==> src/pkg/psc_pkg.sv <==
`default_nettype none
package psc_pkg;
    // array geometry: lanes of eight data bits plus one parity bit
    localparam int ADDR_W = 21;
    localparam int LANES = 4;
    localparam int LANE_DATA_W = 8;
    localparam int DATA_W = LANES * LANE_DATA_W;
    localparam int WORD_W = DATA_W + LANES;
    localparam int BURST_W = 2;
    localparam int SLEEP_CNT_W = 3;

    // timing: ref_clk period and the sleep entry and recovery windows
    localparam int TCYC_PS = 5000;
    localparam int SLEEP_ENTRY_TIME_PS = 2 * TCYC_PS;
    localparam int SLEEP_RECOVERY_TIME_PS = 2 * TCYC_PS;
    // entry is a longest time (round down), recovery a least time (round up)
    localparam int SLEEP_ENTRY_CYC_RAW = SLEEP_ENTRY_TIME_PS / TCYC_PS;
    localparam int SLEEP_ENTRY_CYC = (SLEEP_ENTRY_CYC_RAW < 1) ? 1 : SLEEP_ENTRY_CYC_RAW;
    localparam int SLEEP_REC_CYC = (SLEEP_RECOVERY_TIME_PS + TCYC_PS - 1) / TCYC_PS;
    localparam logic [SLEEP_CNT_W-1:0] SLEEP_ENTRY_LAST = SLEEP_CNT_W'(SLEEP_ENTRY_CYC - 1);
    localparam logic [SLEEP_CNT_W-1:0] SLEEP_REC_LAST = SLEEP_CNT_W'(SLEEP_REC_CYC - 1);
    localparam logic [SLEEP_CNT_W-1:0] SLEEP_CNT_FIRST = 3'h1;

    // reset values
    localparam logic [BURST_W-1:0] BURST_CNT_RST = 2'h0;

    typedef enum logic [1:0] {
        PSC_OP_NONE,
        PSC_OP_READ,
        PSC_OP_WRITE
    } psc_op_e;

    typedef enum logic [1:0] {
        PSC_SLP_AWAKE,
        PSC_SLP_ENTERING,
        PSC_SLP_ASLEEP,
        PSC_SLP_WAKING
    } psc_sleep_e;
endpackage : psc_pkg
`default_nettype wire

==> src/rtl/psc_sram_ctrl.sv <==
// Behaviour
// (RQ1) burst counter serves four beats per address
// (RQ2) advance high ignores selects, steps counter
// (RQ3) controller drives valid lane selects every beat
// (RQ4) sleep overrides inputs, data lines tri-stated
// (RQ5) two cycles to enter and leave sleep
// (RQ6) array contents untouched while asleep
// (RQ7) accesses pending at sleep entry are dropped
// (RQ8) controller deselects around sleep and recovery
// (RQ9) controller deselects before requesting sleep
// (RQ10) order pin high: interleaved low address bits
// (RQ11) order pin low: linear wrapping low bits
// (RQ12) selected load with write high starts read
// (RQ13) advance in read burst reads next address
// (RQ14) read without output drive stays tri-stated
// (RQ15) selected load with write low starts write
// (RQ16) no lanes selected stores nothing, still advances
// (RQ17) qualifier high freezes state and address
// (RQ18) any write cycle tri-states all data lines
// (RQ19) comes up deselected with lines tri-stated
// (RQ20) output drive masked during writes and deselects
// (RQ21) read data drives after following clock rise
// (RQ22) deselect tri-states after next clock rise
// (RQ23) write data captured second rise after address
// (RQ24) burst alters only two lowest address bits
`timescale 1ns/10ps
`default_nettype none
module psc_sram_ctrl
    import psc_pkg::*;
#(
    parameter int AW = ADDR_W
) (
    input wire logic ref_clk, // system clock
    input wire logic rst_b, // synchronous reset, active low
    input wire logic [AW-1:0] memAddr, // address pins
    input wire logic chipSelect1N, // chip select 1, active low
    input wire logic chipSelect2, // chip select 2, active high
    input wire logic chipSelect3N, // chip select 3, active low
    input wire logic advanceLoadN, // high advances, low loads
    input wire logic writeEnableN, // low selects a write
    input wire logic [LANES-1:0] byteLaneWriteN, // per-lane write selects, active low
    input wire logic clockQualifierN, // high stalls the clock edge
    input wire logic burstOrder, // high interleaved, low linear
    input wire logic outputDriveN, // output drive control, active low
    input wire logic sleepRequest, // sleep request, active high
    input wire logic [DATA_W-1:0] dataIn, // data pins, input side
    input wire logic [LANES-1:0] parityLinesIn, // parity pins, input side
    output logic [DATA_W-1:0] dataOut, // data pins, output side
    output logic [LANES-1:0] parityLinesOut, // parity pins, output side
    output logic dataDriveN, // pin drive enable, low while driving
    output logic [AW-1:0] coreRdAddr, // array read address
    input wire logic [WORD_W-1:0] coreRdData, // array read word, parity on top
    output logic coreWrEn, // array write strobe
    output logic [AW-1:0] coreWrAddr, // array write address
    output logic [WORD_W-1:0] coreWrData, // array write word, parity on top
    output logic [LANES-1:0] coreByteWr, // array lane write enables
    output logic sleeping // low-power state reached
);

    ////////////////////////////////////////////////////////////////////////////
    // pin synchronisers: every pin but rst_b passes two flops, so all keep equal latency
    localparam int IN_W = AW + 9 + LANES + DATA_W + LANES;

    logic [IN_W-1:0] pinMeta_ff;
    logic [IN_W-1:0] pinSync_ff;
    logic [AW-1:0] sAddr;
    logic sCs1N, sCs2, sCs3N, sAdvLdN, sWeN, sCqN, sOrder, sOeN, sReq;
    logic [LANES-1:0] sBwN;
    logic [DATA_W-1:0] sDq;
    logic [LANES-1:0] sPar;

    always_ff @(posedge ref_clk) begin
        pinMeta_ff <= {memAddr, chipSelect1N, chipSelect2, chipSelect3N, advanceLoadN,
                       writeEnableN, clockQualifierN, burstOrder, outputDriveN, sleepRequest,
                       byteLaneWriteN, dataIn, parityLinesIn};
        pinSync_ff <= pinMeta_ff;
    end

    assign {sAddr, sCs1N, sCs2, sCs3N, sAdvLdN, sWeN, sCqN, sOrder, sOeN, sReq,
            sBwN, sDq, sPar} = pinSync_ff;

    ////////////////////////////////////////////////////////////////////////////
    // sleep sequencing
    psc_sleep_e sleepSt_ff, nxtSleepSt;
    logic [SLEEP_CNT_W-1:0] sleepCnt_ff, nxtSleepCnt;
    logic sleeping_ff;
    logic blocked;
    logic go;

    always_comb begin
        nxtSleepSt = sleepSt_ff;
        nxtSleepCnt = sleepCnt_ff;
        unique case (sleepSt_ff)
            PSC_SLP_AWAKE: begin
                if (sReq) begin
                    nxtSleepSt = PSC_SLP_ENTERING;
                    nxtSleepCnt = SLEEP_CNT_FIRST;
                end
            end
            PSC_SLP_ENTERING: begin
                // (RQ5) entry takes two cycles
                if (!sReq) begin
                    nxtSleepSt = PSC_SLP_WAKING;
                    nxtSleepCnt = SLEEP_CNT_FIRST;
                end else if (sleepCnt_ff >= SLEEP_ENTRY_LAST) begin
                    nxtSleepSt = PSC_SLP_ASLEEP;
                end else begin
                    nxtSleepCnt = SLEEP_CNT_W'(sleepCnt_ff + 3'h1);
                end
            end
            PSC_SLP_ASLEEP: begin
                if (!sReq) begin
                    nxtSleepSt = PSC_SLP_WAKING;
                    nxtSleepCnt = SLEEP_CNT_FIRST;
                end
            end
            PSC_SLP_WAKING: begin
                // (RQ5) exit takes two cycles
                if (sReq) begin
                    nxtSleepSt = PSC_SLP_ENTERING;
                    nxtSleepCnt = SLEEP_CNT_FIRST;
                end else if (sleepCnt_ff >= SLEEP_REC_LAST) begin
                    nxtSleepSt = PSC_SLP_AWAKE;
                end else begin
                    nxtSleepCnt = SLEEP_CNT_W'(sleepCnt_ff + 3'h1);
                end
            end
        endcase
    end

    always_ff @(posedge ref_clk) begin
        if (!rst_b) begin
            sleepSt_ff <= PSC_SLP_AWAKE;
            sleepCnt_ff <= 3'h0;
            sleeping_ff <= 1'b0;
        end else begin
            sleepSt_ff <= nxtSleepSt;
            sleepCnt_ff <= nxtSleepCnt;
            sleeping_ff <= (nxtSleepSt == PSC_SLP_ASLEEP);
        end
    end

    // (RQ4) a raised request overrides every other input, the stall included
    assign blocked = sReq || (sleepSt_ff != PSC_SLP_AWAKE);
    // (RQ17) qualifier high holds burst and pipeline state; drive control still follows
    assign go = !blocked && !sCqN;

    ////////////////////////////////////////////////////////////////////////////
    // command decode and burst counter
    psc_op_e op_ff, nxtOp;
    logic [BURST_W-1:0] burstCnt_ff, nxtCnt;
    logic [AW-1:0] base_ff, nxtBase, beatAddr;
    logic [BURST_W-1:0] lowBits;
    logic allSel, beatValid, beatWrite;
    logic [LANES-1:0] beatMask;

    assign allSel = !sCs1N && sCs2 && !sCs3N;

    always_comb begin
        nxtOp = op_ff;
        nxtBase = base_ff;
        nxtCnt = BURST_W'(burstCnt_ff + 2'h1);
        beatValid = 1'b0;
        // (RQ10) interleaved order flips bits; (RQ11) linear order wraps
        lowBits = sOrder ? (base_ff[BURST_W-1:0] ^ nxtCnt)
                         : BURST_W'(base_ff[BURST_W-1:0] + nxtCnt);
        // (RQ24) upper bits come only from the loaded base
        beatAddr = {base_ff[AW-1:BURST_W], lowBits};
        if (!sAdvLdN) begin
            nxtCnt = BURST_CNT_RST;
            beatAddr = sAddr;
            if (allSel) begin
                // (RQ12) write high starts a read; (RQ15) write low starts a write
                nxtOp = sWeN ? PSC_OP_READ : PSC_OP_WRITE;
                nxtBase = sAddr;
                beatValid = 1'b1;
            end else begin
                nxtOp = PSC_OP_NONE;
            end
        end else begin
            // (RQ2) advance ignores selects and write enable
            beatValid = (op_ff != PSC_OP_NONE);
        end
        beatWrite = (nxtOp == PSC_OP_WRITE);
        // (RQ3) lanes are taken fresh on every beat
        beatMask = beatWrite ? ~sBwN : 4'h0;
    end

    always_ff @(posedge ref_clk) begin
        if (!rst_b) begin
            op_ff <= PSC_OP_NONE;
            burstCnt_ff <= BURST_CNT_RST;
            base_ff <= '0;
        end else if (blocked) begin
            // (RQ7) whatever burst was open is dropped
            op_ff <= PSC_OP_NONE;
        end else if (go) begin
            // (RQ1) counter steps per beat
            op_ff <= nxtOp;
            burstCnt_ff <= nxtCnt;
            base_ff <= nxtBase;
        end
    end

    ////////////////////////////////////////////////////////////////////////////
    // access pipeline: stage 1 holds the beat, stage 2 waits for write data
    logic s1Valid_ff, s1Write_ff, s2Valid_ff;
    logic [LANES-1:0] s1Mask_ff, s2Mask_ff;
    logic [AW-1:0] s1Addr_ff, s2Addr_ff, coreRdAddr_ff;

    always_ff @(posedge ref_clk) begin
        if (!rst_b) begin
            s1Valid_ff <= 1'b0;
            s1Write_ff <= 1'b0;
            s2Valid_ff <= 1'b0;
            s1Mask_ff <= 4'h0;
            s2Mask_ff <= 4'h0;
            s1Addr_ff <= '0;
            s2Addr_ff <= '0;
        end else if (blocked) begin
            s1Valid_ff <= 1'b0;
            s2Valid_ff <= 1'b0;
        end else if (go) begin
            s1Valid_ff <= beatValid;
            s1Write_ff <= beatWrite;
            s1Mask_ff <= beatMask;
            s1Addr_ff <= beatAddr;
            s2Valid_ff <= s1Valid_ff && s1Write_ff;
            s2Mask_ff <= s1Mask_ff;
            s2Addr_ff <= s1Addr_ff;
        end
    end

    // (RQ13) each read beat presents its address to the array
    always_ff @(posedge ref_clk) begin
        if (!rst_b) begin
            coreRdAddr_ff <= '0;
        end else if (go && beatValid && !beatWrite) begin
            coreRdAddr_ff <= beatAddr;
        end
    end

    ////////////////////////////////////////////////////////////////////////////
    // output register and drive control
    logic [WORD_W-1:0] outWord_ff;
    logic outRead_ff, driveN_ff;

    always_ff @(posedge ref_clk) begin
        // (RQ19) reset leaves the pins undriven
        if (!rst_b) begin
            outWord_ff <= '0;
            outRead_ff <= 1'b0;
            driveN_ff <= 1'b1;
        end else if (blocked) begin
            // (RQ4) no drive while sleeping
            outRead_ff <= 1'b0;
            driveN_ff <= 1'b1;
        end else if (go) begin
            // (RQ21) data loaded here is on the pins after this edge
            if (s1Valid_ff && !s1Write_ff) begin
                outWord_ff <= coreRdData;
            end
            outRead_ff <= s1Valid_ff && !s1Write_ff;
            // (RQ18) (RQ20) (RQ22) writes, deselects and gaps float the pins
            driveN_ff <= !(s1Valid_ff && !s1Write_ff && !sOeN);
        end else begin
            // (RQ14) drive control still follows during a stall
            driveN_ff <= !(outRead_ff && !sOeN);
        end
    end

    ////////////////////////////////////////////////////////////////////////////
    // array write port
    logic coreWrEn_ff;
    logic [AW-1:0] coreWrAddr_ff;
    logic [WORD_W-1:0] coreWrData_ff;
    logic [LANES-1:0] coreByteWr_ff;

    always_ff @(posedge ref_clk) begin
        if (!rst_b) begin
            coreWrEn_ff <= 1'b0;
            coreWrAddr_ff <= '0;
            coreWrData_ff <= '0;
            coreByteWr_ff <= 4'h0;
        end else begin
            // (RQ6) (RQ16) (RQ23) store only lanes selected, never while asleep
            coreWrEn_ff <= go && s2Valid_ff && (|s2Mask_ff);
            if (go) begin
                coreWrAddr_ff <= s2Addr_ff;
                coreWrData_ff <= {sPar, sDq};
                coreByteWr_ff <= s2Mask_ff;
            end
        end
    end

    assign dataOut = outWord_ff[DATA_W-1:0];
    assign parityLinesOut = outWord_ff[WORD_W-1:DATA_W];
    assign dataDriveN = driveN_ff;
    assign coreRdAddr = coreRdAddr_ff;
    assign coreWrEn = coreWrEn_ff;
    assign coreWrAddr = coreWrAddr_ff;
    assign coreWrData = coreWrData_ff;
    assign coreByteWr = coreByteWr_ff;
    assign sleeping = sleeping_ff;
endmodule : psc_sram_ctrl
`default_nettype wire

==> config.mk <==
export PLATFORM = sky130hd
export DESIGN_NAME = psc_sram_ctrl
export DESIGN_NICKNAME = d
export VERILOG_FILES = /design/src/pkg/psc_pkg.sv /design/src/rtl/psc_sram_ctrl.sv
export SDC_FILE = /design/constraint.sdc
export NUM_CORES = 1
export LEC_CHECK = 0
export BUFFER_PORTS_ARGS = -buffer_cell sky130_fd_sc_hd__buf_2
export CAP_MARGIN = 20
export CORE_ASPECT_RATIO = 2
export CORE_UTILIZATION = 40
export CTS_CLUSTER_SIZE = 10
export DETAILED_ROUTE_END_ITERATION = 7
export GPL_TIMING_DRIVEN = 0
export PLACE_DENSITY = 0.59
export SYNTH_ARGS = -nofsm -noshare
export SYNTH_HDL_FRONTEND = slang
export SYNTH_SLANG_ARGS = --single-unit
export TNS_END_PERCENT = 50
==> constraint.sdc <==
create_clock -name ref_clk -period 5.2 [get_ports ref_clk]
set_input_delay 0.52 -clock ref_clk [delete_from_list [all_inputs] [get_ports ref_clk]]
set_output_delay 0.52 -clock ref_clk [all_outputs]
set_load 0.01 [all_outputs]
### Word level (Yosys, flattened, before mapping)

Cells that the tools add are included.

* add/sub/neg operators: 3
* $lt $le $gt $ge: 1
* eq/ne operators: 7
* mux-type cells: 23
* bitwise operators: 5
* reductions and logical operators: 30

Operators by type and width (count)
* 2-bit two-way mux: 11
* 21-bit two-way mux: 1
* 3-bit two-way mux: 5
* 3-bit case mux with 4 select lines: 1
* 1-bit logical AND: 11
* 1-bit zero test: 9
* 2-bit equality test, second input constant: 4
* 2-bit case mux with 4 select lines: 1
* 4-bit two-way mux: 1
* 2-bit != test, second input constant: 2
* 4-bit NOT: 1
* 2-bit AND reduction: 2
* 4-bit AND reduction: 1
* 2-bit nonzero test: 2
* 4-bit OR reduction: 1
* 3-bit by 1-bit adder with 3-bit output, second input constant: 1
* 3-bit by 1-bit greater-or-equal comparator with 1-bit output, second input constant: 1
* 1-bit two-way mux: 3
* 1-bit NOT: 3
* 3-bit AND reduction: 1
* 2-bit by 1-bit adder with 2-bit output, second input constant: 1
* 2-bit adder: 1
* 2-bit by 1-bit equality test with 1-bit output, second input constant: 1
* 2-bit zero test: 1
* other kinds (3): 3

* bits in registers: 345
* input bits: 108
* output and inout port bits: 121
* word-level logic and storage cells: 92

### Depth between registers and ports, before layout

* word-level depth: 8
* mapped depth: 6
* mapped depth without buffers: 6

### Worst setup path before layout

Ideal clock, no wire load.

* kind: reg2reg
* from: reg pinSync_ff[40]
* to: reg outWord_ff[10]
* setup time: 0.066 ns
* arrival time: 1.699 ns
* required time: 5.134 ns
* path slack: 3.435 ns
* cell stages (with the launch flop): 7
* path buffers: 2
* period minus slack after synthesis: 1.765 ns
* cells stage by stage: dfxtp_1 -> or4_1 -> buf_2 -> nor3b_4 -> buf_6 -> nand2_1 -> a21boi_2

* cells in the longest elaborated chain, start to end: 4
* elaborated cells on any way between the ends: 5
* those cells by class: bitwise: 1; reduce/logical: 4

RTL lines
* start, declared: line psc_sram_ctrl.sv:65 `logic [IN_W-1:0] pinSync_ff;`
* start signal, assigned: line psc_sram_ctrl.sv:76 `pinSync_ff <= pinMeta_ff;`
* 1-bit logical OR (*): line psc_sram_ctrl.sv:144 `assign blocked = sReq || (sleepSt_ff != PSC_SLP_AWAKE);`
* 1-bit zero test: line psc_sram_ctrl.sv:146 `assign go = !blocked && !sCqN;`
* 1-bit logical AND: line psc_sram_ctrl.sv:146
* 3-bit AND reduction (no line) (*)
* end signal, assigned: line psc_sram_ctrl.sv:261 `outWord_ff <= coreRdData;`
* end, declared: line psc_sram_ctrl.sv:245 `logic [WORD_W-1:0] outWord_ff;`

Mark *: on every way between the ends. The rest lies on a longest branch, timed or not.
A chain may end at the register's enable or synchronous reset.

### Worst setup path in the final report

* from: reg pinSync_ff[40]
* to: reg coreRdAddr_ff[19], in the netlist coreRdAddr[19]

* cells in the longest elaborated chain, start to end: 5

RTL lines
* 1-bit logical OR: line psc_sram_ctrl.sv:144
* 1-bit zero test: line psc_sram_ctrl.sv:146
* 1-bit logical AND: line psc_sram_ctrl.sv:146
* 1-bit logical AND (2 in a row): line psc_sram_ctrl.sv:238 `end else if (go && beatValid && !beatWrite) begin`
* end signal, assigned: line psc_sram_ctrl.sv:239 `coreRdAddr_ff <= beatAddr;`
* end, declared: line psc_sram_ctrl.sv:209 `logic [AW-1:0] s1Addr_ff, s2Addr_ff, coreRdAddr_ff;`

Every way passes these cells.

==> results.md <==
* Area of the multi-input gates at 0.00346 sq mm
* Post-CTS sizing at 0
* WS Path Type: reg2reg
* Worst-Margin Slew at 706 ps
* Worst-Skew Late Latency at 530 ps
* Postcts setup bufs at 0
* Netlist cell types at 43
* Layout Utilization at between 50 and 60%
* Initial drt markers at 317
* Worst hold stages at 1
* # nets final at 1416
* Layout cells sized above 1 at 24.7%
* Seq/Total Area, Yosys at around 65%
* Status: complete, no violations
* GRT overflow at 0
* CP Capture Type: flop
* Routed vias at 7725
* HP Class: in2reg
* Final setup viols at 0
* Final routed DRC violation total at 0
* Count of antenna-violating nets left after detailed routing at 0
* Data arrival time of the critical path at between 2000 and 3000 ps
* FMAX at approximately 0.43 GHz
* CORE AREA at between 0.02 and 0.03 sq mm
* Final period utilization at 44.4%
* Slew Limit Fails at 0
* Clk slew on worst S/H paths at ~50 ps
* Area Growth Syn to Fin at 25.0%
* Worst-case clock buffer depth at 3
* Initial antenna violation count at 1
* Worst vdd ir at between 0.2 and 0.3 mV
* RSZ-0062 raised after global routing: false
* Most frequent cells in the layout: dfxtp_1, nand2_1, buf_2, a21boi_0, a21oi_1
* Hold_buf cts at 0
* Synth Flop Type: dfxtp_1
* Post-Route WL at about 26 mm
* Vias per inst at between 4 and 5
* Avg WL per Cell at about 16 um
* Worst-case reg-to-reg path depth at 5
* R2R Setup Slk at 2890 ps
* Initial Util at 40.6%
* Final HPWL DP at around 19 mm
* Drt pass-1 iters at 4
* Pleak at ~0.0057 uW
* Design Power at between 5000 and 6000 uW
* Relative slew slack at between 50% and 60%
* CP Max Fanout at 10
* First-pass GRT wire length at approximately 40 mm
* Num CTS Buffers at 40
* Fillcell total at between 2000 and 3000
* Die area at about 0.027 sq mm
* Most common cell after layout, fill and taps aside: dfxtp_1
* PD cells at 419 mW/mm^2
* GP Congestion at ~0.84
* Post-route clock skew at 23.0 ps
* Die Span Y at around 230 um
* R2r endpoint: coreRdAddr[19]$_SDFFE_PN0P_
* Most area-consuming cells after synthesis: dfxtp_1, nand2_1, a21boi_0, a21boi_2, a21oi_1
* Die X at roughly 120 um
* Syn Std Cell Area at 0.0107 sq mm
* Post-Syn Instances at 1036
* Ys Warns at 0
* Num rows at 84
* Post-synth EDFFs at 0
* Largest net degree at the start of global routing at 11
* Total clock sinks at 345
* Register area at about 0.0069 sq mm
* Synth area leader: dfxtp_1
* Ys async rst share at 0%
* Setup_tns at 0 ps
* CTS Root Cell: clkbuf_16
* Post-Syn Area per Cell at 10.3 sq um
* # port buffers at approximately 230
* Vias in the first global route at ~8000
* CP Launch Type: flop
* GRT Util Overall at a little under a fifth
* Hold Fails Final Rpt at 0
* Maxcap violations at 0
* Mapped Nets at about 1100
* Hold Crit Start: memAddr[3]
* Hold worst-path end: pinMeta_ff[52]$_DFF_P_
* Minimum clock period at 2310 ps
* CTS H-Tree Depth at 2
* R2R Path Start: pinSync_ff[40]$_DFF_P_
* CTS tree: done
* Worst Path Required at ~5600 ps
* #FFs+latches synth at 345
* IO Pins at roughly 230
* Share of the synthesized area in the top cell type at 64.7%
[worst max-delay path by stage]
stage | startpoint | endpoint | slack [ps] | cells past startpoint
floorplan | pinSync_ff[40]$_DFF_P_ | outWord_ff[10]$_SDFFE_PN0P_ | 3430 | 6
finish | pinSync_ff[40]$_DFF_P_ | coreRdAddr[19]$_SDFFE_PN0P_ | 2890 | 5
detailed placement | rst_b | coreRdAddr[12]$_SDFFE_PN0P_ | 2770 | 4
global route | pinSync_ff[40]$_DFF_P_ | coreRdAddr[19]$_SDFFE_PN0P_ | 2750 | 5
CTS | pinSync_ff[40]$_DFF_P_ | coreRdAddr[19]$_SDFFE_PN0P_ | 2830 | 5
global placement | rst_b | coreRdAddr[18]$_SDFFE_PN0P_ | 2760 | 4
[worst max-delay path, stage by stage, from the launching register on]
cell and delay, ps:
dfxtp_1 360, nor4_1 380, clkbuf_1 450, clkbuf_1 540, nand3_1 270, o211a_1 200
[cells by family (layout without fill, tap and decap cells)]
logic type,after synthesis,after routing,share of synthesized area (%)
simple gates,379,379,14.6
flops,345,345,64.7
compound gates,213,213,15.2
buf+inv,73,345,2.94
mux,20,20,1.88
fa+ha+maj,3,3,0.352
xor+xnor,3,3,0.375
other cells,0,1,0
[sequential cells by signal (all words and copies together), names as in the netlist, 2 cells and up]
signal and cells:
pinMeta_ff 70, pinSync_ff 70, coreWrData 36, outWord_ff 36, base_ff 21, coreRdAddr 21, coreWrAddr 21, s1Addr_ff 21
s2Addr_ff 21, coreByteWr 4, s1Mask_ff 4, s2Mask_ff 4, sleepCnt_ff 3, burstCnt_ff 2, op_ff 2, sleepSt_ff 2
[layer usage]
layer  vias to the layer above  wire, um  part of all wire, %  GRT usage, %
met5                         -         0                    0             0
met4                         0      1060                  4.1          9.74
met3                        60      1000                  3.9          3.58
met2                       182     14400                   56          37.9
met1                      3544      9210                   36          17.7
li1                       3939         -                    -             -
[synth_stat cells, drive strengths merged (2+ instances only)]
cell type	instances
o21ai	10
clkbuf	49
nor3	2
buf	19
or3	4
nand2	300
mux2i	20
nor2	26
a211oi	21
nor2b	4
a21boi	101
o211a	22
nor3b	2
inv	5
a21oi	51
and2	7
dfxtp	345
o21a	2
nand3	23
nor4	2
nand3b	2
ha	3
or4	3
o31ai	2
[cell type report]
class	count	area share, %
inverters	5	0.141
diodes	1	0.0187
flip-flops and latches	345	51.7
multi-input cells	618	25.9
plain buffers	68	2.21
repair buffers	227	8.51
clock inverters	2	0.347
clock buffers	43	7.90
well taps	344	3.22
[where the power goes]
group          total [uW]  internal, uW  switching, uW
registers            2810          2760           50.6
logic                 326           125            201
clock network        2460          1470            986
total                5590          4350           1240
[stage by stage]
stage	area, sq um	hold WS, ps	std cells	worst slack (ps)
6_report	13300	90.7	1653	2890
4_1_cts	13300	64.9	1652	2830
2_1_floorplan	10700	310	1036	3430
3_3_place_gp	12200	310	1607	2760
5_1_grt	13300	69.5	1653	2750
3_5_place_dp	12200	312	1607	2770
Power figures use the tool's default switching activity.
